### src/adcc_pkg.sv
// adcc_pkg: constants shared by the converter control block
// assumes one system clock; a conversion state is one sys_clk period
package adcc_pkg;

  localparam int          ADDR_W          = 16;
  localparam int          DATA_W          = 16;

  // register byte addresses
  localparam logic [15:0] OFF_RESULT_C    = 16'hFFB4;
  localparam logic [15:0] OFF_CTRL_STATUS = 16'hFFB8;
  localparam logic [15:0] OFF_TRIG_CTRL   = 16'hFFB9;
  localparam logic [15:0] OFF_INT_STATUS  = 16'hFFBA;
  localparam logic [15:0] OFF_INT_MASK    = 16'hFFBB;
  localparam logic [15:0] OFF_PORT5_MODE  = 16'hFFE1;

  // control/status, trigger control and port mode field positions
  localparam int          CS_END_FLAG     = 7;
  localparam int          CS_IRQ_EN       = 6;
  localparam int          CS_START        = 5;
  localparam int          CS_SCAN         = 4;
  localparam int          CS_SPEED        = 3;
  localparam int          CS_CH_MSB       = 2;
  localparam int          TC_TRIG_EN      = 7;
  localparam int          P5_PIN5_MODE    = 5;

  // interrupt status bits
  localparam int          IS_CONV_DONE    = 0;
  localparam int          IS_TRIG_START   = 1;
  localparam int          IS_W            = 2;

  // reset values; trigger control reads its unused bits as the fixed pattern
  localparam logic [7:0]  TRIG_CTRL_FIXED = 8'h7E;
  localparam logic [7:0]  PORT5_MODE_RST  = 8'h00;
  localparam logic [15:0] RESULT_RST      = 16'h0000;

  // conversion time in states, one state per sys_clk cycle
  localparam int          STATE_CLOCKS    = 1;
  localparam int          CONV_STATES_SLOW = 134;
  localparam int          CONV_STATES_FAST = 70;
  localparam int          CONV_CYC_SLOW   = CONV_STATES_SLOW * STATE_CLOCKS;
  localparam int          CONV_CYC_FAST   = CONV_STATES_FAST * STATE_CLOCKS;
  // two cycles go to taking the start and retiring the result
  localparam logic [7:0]  CONV_LEN_SLOW   = 8'(CONV_CYC_SLOW - 2);
  localparam logic [7:0]  CONV_LEN_FAST   = 8'(CONV_CYC_FAST - 2);

  typedef enum logic {
    ADCC_IDLE = 1'b0,
    ADCC_RUN  = 1'b1
  } adcc_conv_state_t;

endpackage : adcc_pkg

### src/adcc_conv_if.sv
// adcc_conv_if: start/done handshake between control and converter timing
// assumes both ends run on sys_clk
`timescale 1ns/1ps
`default_nettype none

interface adcc_conv_if #(parameter int RES_W = 10);
  logic             start;
  logic             fast;
  logic [RES_W-1:0] sample;
  logic             busy;
  logic             done;
  logic [RES_W-1:0] result;

  modport ctl  (output start, output fast, output sample, input busy, input done,
                input result);
  modport conv (input start, input fast, input sample, output busy, output done,
                output result);
endinterface : adcc_conv_if

`default_nettype wire

### src/adcc_converter.sv
// adcc_converter: paces one conversion and captures the sampled code
// assumes start only while idle; the analog front end holds sample steady
`timescale 1ns/1ps
`default_nettype none

module adcc_converter
  import adcc_pkg::*;
(
  input wire logic   sys_clk,
  input wire logic   resetn,
  adcc_conv_if.conv  cif
);

  adcc_conv_state_t state;
  logic [7:0]       cnt;

  assign cif.busy = (state == ADCC_RUN);

  always_ff @(posedge sys_clk) begin
    if (!resetn) begin
      state      <= ADCC_IDLE;
      cnt        <= 8'h00;
      cif.done   <= 1'b0;
      cif.result <= '0;
    end else begin
      cif.done <= 1'b0;
      unique case (state)
        ADCC_IDLE: begin
          if (cif.start) begin
            cnt   <= cif.fast ? CONV_LEN_FAST : CONV_LEN_SLOW;
            state <= ADCC_RUN;
          end
        end
        ADCC_RUN: begin
          if (cnt == 8'h01) begin
            cif.done   <= 1'b1;
            cif.result <= cif.sample;
            state      <= ADCC_IDLE;
          end else begin
            cnt <= cnt - 8'h01;
          end
        end
      endcase
    end
  end

endmodule : adcc_converter

`default_nettype wire

### src/adcc_top.sv
// adcc_top: converter control registers, start sources, flags and interrupt
// assumes a plain register port with one-cycle strobes and synchronous inputs
//
// Functional notes
// - writing start bit one begins conversion
// - single mode clears start bit when done
// - scan bit zero: one channel, one conversion
// - speed bit zero: done within 134 states
// - selector field picks input; zero is input 0
// - trigger enable zero ignores trigger edges
// - trigger control enables external trigger starts
// - result lands in result register C
// - port mode bit zero: pin not trigger
// - end flag sets; clears by write-zero after read
// - irq enable zero blocks conversion end irq; the int_status done bit still raises irq when int_mask bit 0 is set
//
// Decided for this implementation: the address-and-strobe port.
`timescale 1ns/1ps
`default_nettype none

module adcc_top
  import adcc_pkg::*;
#(
  parameter int RES_W = 10
)(
  input  wire logic              sys_clk,
  input  wire logic              resetn,
  input  wire logic [ADDR_W-1:0] bus_addr,
  input  wire logic [DATA_W-1:0] bus_wdata,
  input  wire logic              bus_wr,
  input  wire logic              bus_rd,
  output var  logic [DATA_W-1:0] bus_rdata,
  input  wire logic              external_trigger_input,
  input  wire logic [RES_W-1:0]  analog_sample,
  output var  logic [2:0]        analog_channel,
  output var  logic              irq
);

  ////////////////////////////////////////////////////////////////////////////
  // state

  adcc_conv_if #(.RES_W(RES_W)) cif ();

  logic             conversion_end_flag;
  logic             conversion_end_irq_enable;
  logic             conversion_start_bit;
  logic             scan_mode;
  logic             conversion_speed_select;
  logic             external_trigger_enable;
  logic             end_flag_seen;
  logic             scan_stop;
  logic             trig_prev;
  logic [7:0]       port5_mode;
  logic [15:0]      conversion_result_c;
  logic [IS_W-1:0]  int_status;
  logic [IS_W-1:0]  int_mask;

  logic             wr_cs;
  logic             rd_cs;
  logic             trig_start;
  logic             sw_start;
  logic             scan_restart;
  logic             start_fast;
  logic [IS_W-1:0]  int_events;
  logic [7:0]       cs_value;

  function automatic logic hit(input logic [ADDR_W-1:0] a, input logic [15:0] off);
    hit = (a == off);
  endfunction : hit

  assign wr_cs      = bus_wr && hit(bus_addr, OFF_CTRL_STATUS);
  assign rd_cs      = bus_rd && hit(bus_addr, OFF_CTRL_STATUS);
  assign sw_start   = wr_cs && bus_wdata[CS_START] && !conversion_start_bit;
  // falling edge only; inputs are synchronous so one stage of history is enough
  assign trig_start = external_trigger_enable && port5_mode[P5_PIN5_MODE]
                    && trig_prev && !external_trigger_input && !conversion_start_bit;
  assign scan_restart = cif.done && scan_mode && conversion_start_bit && !scan_stop;
  // speed written beside the start bit must govern that same conversion
  assign start_fast = wr_cs ? bus_wdata[CS_SPEED] : conversion_speed_select;
  assign int_events = {trig_start, cif.done};
  assign cs_value   = {conversion_end_flag, conversion_end_irq_enable, conversion_start_bit,
                       scan_mode, conversion_speed_select, analog_channel};

  assign cif.start  = sw_start || trig_start || scan_restart;
  assign cif.fast   = start_fast;
  assign cif.sample = analog_sample;

  adcc_converter u_conv (
    .sys_clk (sys_clk),
    .resetn  (resetn),
    .cif     (cif)
  );

  ////////////////////////////////////////////////////////////////////////////
  // control/status register

  always_ff @(posedge sys_clk) begin
    if (!resetn) begin
      conversion_end_irq_enable <= 1'b0;
      scan_mode                 <= 1'b0;
      conversion_speed_select   <= 1'b0;
      analog_channel            <= 3'h0;
    end else if (wr_cs) begin
      conversion_end_irq_enable <= bus_wdata[CS_IRQ_EN];
      scan_mode                 <= bus_wdata[CS_SCAN];
      conversion_speed_select   <= bus_wdata[CS_SPEED];
      analog_channel            <= bus_wdata[CS_CH_MSB:0];
    end
  end

  // no conversion can be aborted, so the bit stays up until done
  always_ff @(posedge sys_clk) begin
    if (!resetn) begin
      conversion_start_bit <= 1'b0;
    end else if (cif.done && (!scan_mode || scan_stop)) begin
      conversion_start_bit <= 1'b0;
    end else if (sw_start || trig_start) begin
      conversion_start_bit <= 1'b1;
    end
  end

  // a zero written while busy is remembered; the bit keeps reading one until done
  always_ff @(posedge sys_clk) begin
    if (!resetn) begin
      scan_stop <= 1'b0;
    end else if (!conversion_start_bit || (cif.done && (!scan_mode || scan_stop))) begin
      scan_stop <= 1'b0;
    end else if (wr_cs && !bus_wdata[CS_START]) begin
      scan_stop <= 1'b1;
    end
  end

  // set wins over the clear written in the same cycle
  always_ff @(posedge sys_clk) begin
    if (!resetn) begin
      conversion_end_flag <= 1'b0;
      end_flag_seen       <= 1'b0;
    end else if (cif.done && !scan_mode) begin
      conversion_end_flag <= 1'b1;
    end else if (wr_cs && !bus_wdata[CS_END_FLAG] && end_flag_seen) begin
      conversion_end_flag <= 1'b0;
      end_flag_seen       <= 1'b0;
    end else if (rd_cs && conversion_end_flag) begin
      end_flag_seen       <= 1'b1;
    end
  end

  ////////////////////////////////////////////////////////////////////////////
  // trigger control, port mode, result

  always_ff @(posedge sys_clk) begin
    if (!resetn) begin
      external_trigger_enable <= 1'b0;
      port5_mode              <= PORT5_MODE_RST;
      // pin idles high; a low history would miss an edge right after reset
      trig_prev               <= 1'b1;
    end else begin
      trig_prev <= external_trigger_input;
      if (bus_wr && hit(bus_addr, OFF_TRIG_CTRL)) begin
        external_trigger_enable <= bus_wdata[TC_TRIG_EN];
      end
      if (bus_wr && hit(bus_addr, OFF_PORT5_MODE)) begin
        port5_mode <= bus_wdata[7:0];
      end
    end
  end

  // code is left-justified in the 16-bit result
  always_ff @(posedge sys_clk) begin
    if (!resetn) begin
      conversion_result_c <= RESULT_RST;
    end else if (cif.done) begin
      conversion_result_c <= {cif.result, (16 - RES_W)'(0)};
    end
  end

  ////////////////////////////////////////////////////////////////////////////
  // interrupt status, mask, output

  always_ff @(posedge sys_clk) begin
    if (!resetn) begin
      int_status <= '0;
      int_mask   <= '0;
    end else begin
      if (bus_wr && hit(bus_addr, OFF_INT_STATUS)) begin
        int_status <= (int_status & ~bus_wdata[IS_W-1:0]) | int_events;
      end else begin
        int_status <= int_status | int_events;
      end
      if (bus_wr && hit(bus_addr, OFF_INT_MASK)) begin
        int_mask <= bus_wdata[IS_W-1:0];
      end
    end
  end

  always_ff @(posedge sys_clk) begin
    if (!resetn) begin
      irq <= 1'b0;
    end else begin
      irq <= (conversion_end_flag && conversion_end_irq_enable)
           || ((int_status & int_mask) != '0);
    end
  end

  ////////////////////////////////////////////////////////////////////////////
  // read port; unmapped addresses read zero

  always_ff @(posedge sys_clk) begin
    if (!resetn) begin
      bus_rdata <= '0;
    end else if (!bus_rd) begin
      bus_rdata <= '0;
    end else begin
      unique case (bus_addr)
        OFF_RESULT_C:    bus_rdata <= conversion_result_c;
        OFF_CTRL_STATUS: bus_rdata <= {8'h00, cs_value};
        OFF_TRIG_CTRL:   bus_rdata <= {8'h00, external_trigger_enable,
                                       TRIG_CTRL_FIXED[6:0]};
        OFF_INT_STATUS:  bus_rdata <= {{(DATA_W - IS_W){1'b0}}, int_status};
        OFF_INT_MASK:    bus_rdata <= {{(DATA_W - IS_W){1'b0}}, int_mask};
        OFF_PORT5_MODE:  bus_rdata <= {8'h00, port5_mode};
        default:         bus_rdata <= '0;
      endcase
    end
  end
endmodule : adcc_top

`default_nettype wire

### config.mk
export PLATFORM = sky130hd
export DESIGN_NAME = adcc_top
export DESIGN_NICKNAME = d
export VERILOG_FILES = /design/src/adcc_pkg.sv /design/src/adcc_conv_if.sv /design/src/adcc_converter.sv /design/src/adcc_top.sv
export SDC_FILE = /design/constraint.sdc
export NUM_CORES = 1
export LEC_CHECK = 0
export BUFFER_PORTS_ARGS = -buffer_cell sky130_fd_sc_hd__buf_2
export CAP_MARGIN = 10
export CELL_PAD_IN_SITES_DETAIL_PLACEMENT = 0
export CELL_PAD_IN_SITES_GLOBAL_PLACEMENT = 1
export CORE_MARGIN = 2
export CORE_UTILIZATION = 35
export DETAILED_ROUTE_END_ITERATION = 8
export GPL_TIMING_DRIVEN = 0
export PLACE_DENSITY = 0.79
export SETUP_SLACK_MARGIN = 0.3
export SLEW_MARGIN = 20
export SYNTH_ARGS = -nofsm -noshare
export SYNTH_HDL_FRONTEND = slang
export SYNTH_SLANG_ARGS = --single-unit
### constraint.sdc
create_clock -name sys_clk -period 2.2 [get_ports sys_clk]
set_clock_uncertainty 0.1 [all_clocks]
set_input_delay 0.11 -clock sys_clk [delete_from_list [all_inputs] [get_ports sys_clk]]
set_output_delay 0.11 -clock sys_clk [all_outputs]
set_load 0.005 [all_outputs]
==> metrics.yaml <==
synth-edff-count: 0
synthTopCellsByCount: "71 x dfxtp_1, 59 x nand2_1, 34 x a21oi_1, 31 x nor2_1, 18 x mux2i_1"
total_power_mw: 2.367
core_um2: 8258
yosysMostFrequentCell: "dfxtp_1"
drc: 0
grt-ovfl-total: 0
tns_ns: 0
syn_nets: 390
clockBufferDepth: 2
syn_inst: 341
clkLatencyLatePin_ns: 0.35
cp-end-kind: "register"
cts_sinks: 71
antenna_found_initial: 0
dp_hpwl_um: 5494
gp_congestion: 0.8227
p_per_area_nw_per_um2: 614.7
dr_wl_met2_um: 3535
p_leak_nw: 1.500
via_per_inst: 5.129
grt_max_degree: 15
syn-cell-area_um2: 2998
synth_area_leaders: "dfxtp_1 47%, nand2_1 7.4%, mux2i_1 6.0%, a21oi_1 5.7%, nor2_1 3.9%"
synth_top_area_cell: "dfxtp_1"
firstDrtPassIters: 4
maxCapViolCount: 0
grt_pass1_vias: 2580
required_ns: 2.38
vdd_drop_max_mv: 0.3398
status: "finished, final reports clean"
fin_nets: 481
setup_ws_ns: 0.3951
drtIter0Drc: 183
start_util: 0.3630
cts_made_buffers: 9
path_clk_slew_ns: 0.08
cp.arrival_ns: 1.99
totalWireLength_um: 7755
layout_min_cycle_time_ns: 1.805
synth_ff_type: "dfxtp_1"
wl_per_cell_um: 14.31
placed_cell_area_um2: 3405
n_antenna_cell: 0
routed.top_layer: "met4"
dp_slack_ns: 0.1006
route.vias.total: 2780
stdcell_count: 542
htreeDepth: 3
timing.final.crit_share: 0.8204
ys_ff_latch: 71
critical_path.startpoint_type: "register"
maxSlewViolCount: 0
worstMarginPinSlew_ns: 0.7175
cts-root-buf: "clkbuf_8"
rsz0062_at_grt: "true"
crit_type: "register to register"
die_area_um2: 9322
grt_pass1_wl_um: 12520
final_hold_viol_count: 0
synth_top_area_frac: 0.4741
fmax_mhz: 554.0
maxSlewHeadroom: 0.5196
avgSynthCellArea_um2: 8.791
pin_count: 67
fin_area_um2: 3851
die_y_um: 96.55
setup_viol: 0
cp_max_fo: 5
place_inst: 501
synthArstFlopShare: 0
synth.distinct_cells: 54
met3_length_um: 432
synth_warnings: 0
met1_length_um: 3675
hold_class: "input port to register"
fp.dieW_um: 96.55
ys_seq_area_frac: 0.4741
drive_gt1_frac: 0.2151
grt_usage: 0.1760
port_buffers: 55
fp-row-count: 33
cts_tree: "yes"
area_growth_pct: 28.46
ant_nets: 0
[per-layer routing]
| layer | up-vias | global-route usage |
|---|---|---|
| met4 | 0 | 0.05399 |
| met5 | - | 0 |
| met1 | 1293 | 0.2292 |
| met3 | 12 | 0.05043 |
| met2 | 87 | 0.2830 |
| li1 | 1388 | - |
[worst max-delay path: stages (launching register included)]
cell     delay, ns
dfxtp_1       0.36
inv_1         0.07
ha_1          0.19
nor3b_2       0.17
nor3b_4       0.17
buf_4         0.15
or4_1         0.39
a21oi_1       0.14
[path summary, 6_finish.rpt]
check        slack (ns)                               from  cells after the start                           endpoint
min                0.05                             resetn                      2               trig_prev$_SDFF_PN1_
min reg2reg        0.36  u_conv.cif.result[3]$_SDFFE_PN0P_                      2  u_conv.cif.result[3]$_SDFFE_PN0P_
max reg2reg        0.40         u_conv.cnt[1]$_SDFFE_PN0P_                      7         u_conv.cnt[1]$_SDFFE_PN0P_
max                0.40         u_conv.cnt[1]$_SDFFE_PN0P_                      7         u_conv.cnt[1]$_SDFFE_PN0P_
[area by class of cell]
| class | instances | area (µm²) |
|---|---|---|
| buffer | 17 | 88.84 |
| timing repair buffer | 80 | 513.0 |
| inverter | 10 | 37.54 |
| multi-input combinational | 243 | 1483 |
| sequential | 71 | 1421 |
| clock buffer | 9 | 123.9 |
| fill | 858 | 4407 |
| clock inverter | 7 | 52.55 |
| tap | 105 | 131.4 |
[cells by family after synthesis]
kind of cell,Yosys count,share of synthesized area
buffers and inverters,27,0.04090
multiplexers,18,0.06010
AO/OA/AOI/OAI,72,0.1494
flip-flops,71,0.4741
AND/OR/NAND/NOR,151,0.2671
adder cells (fa/ha/maj),2,0.008346
[what timing repair did]
| action | in CTS | in global routing |
|---|---|---|
| endpoints found under the setup margin | 11 | 15 |
| gates resized for setup | 3 | 7 |
| buffers inserted | 0 | 5 |
| hold buffers | 20 | 0 |
| endpoints found under the hold margin | 30 | 0 |
| pin swaps | 0 | 2 |
[sequential cells by signal, summed over array words and instances (netlist names)]
signal                     count
analog_channel                 3
bus_rdata                     16
conversion_end_flag            1
conversion_end_irq_enable      1
conversion_result_c           10
conversion_speed_select        1
conversion_start_bit           1
end_flag_seen                  1
external_trigger_enable        1
int_mask                       2
int_status                     2
irq                            1
port5_mode                     8
scan_mode                      1
scan_stop                      1
trig_prev                      1
u_conv.cif.busy                1
u_conv.cif.done                1
u_conv.cif.result             10
u_conv.cnt                     8
[stage by stage]
step	hold WS [ns]	util
after floorplan	0.1115	-
after global placement	0.2490	0.4123
after detailed placement	0.2523	0.4123
after CTS	0.04922	0.4594
after global routing	0.1133	0.4664
final	0.04771	0.4664
[cells in the final DEF (no fill, tap or decap), types with 4 or more instances in the layout]
cell / count
clkbuf_8: 10
nor2_1: 31
inv_1: 9
nand3_1: 14
dlygate4sd3_1: 20
buf_2: 57
and2_1: 10
a22oi_1: 4
nand4_1: 5
nand2_1: 59
o21ai_0: 5
a31oi_1: 7
inv_6: 4
clkbuf_1: 10
buf_4: 5
a21oi_1: 34
dfxtp_1: 71
mux2i_1: 18
[power breakdown]
part | switching, mW | internal [mW] | leakage, nW
Sequential | 0.000255 | 1.28 | 0.572
Clock | 0.533 | 0.421 | 0.0908
Combinational | 0.0682 | 0.0610 | 0.837
Total | 0.601 | 1.77 | 1.50
Power figures use the tool's default switching activity.
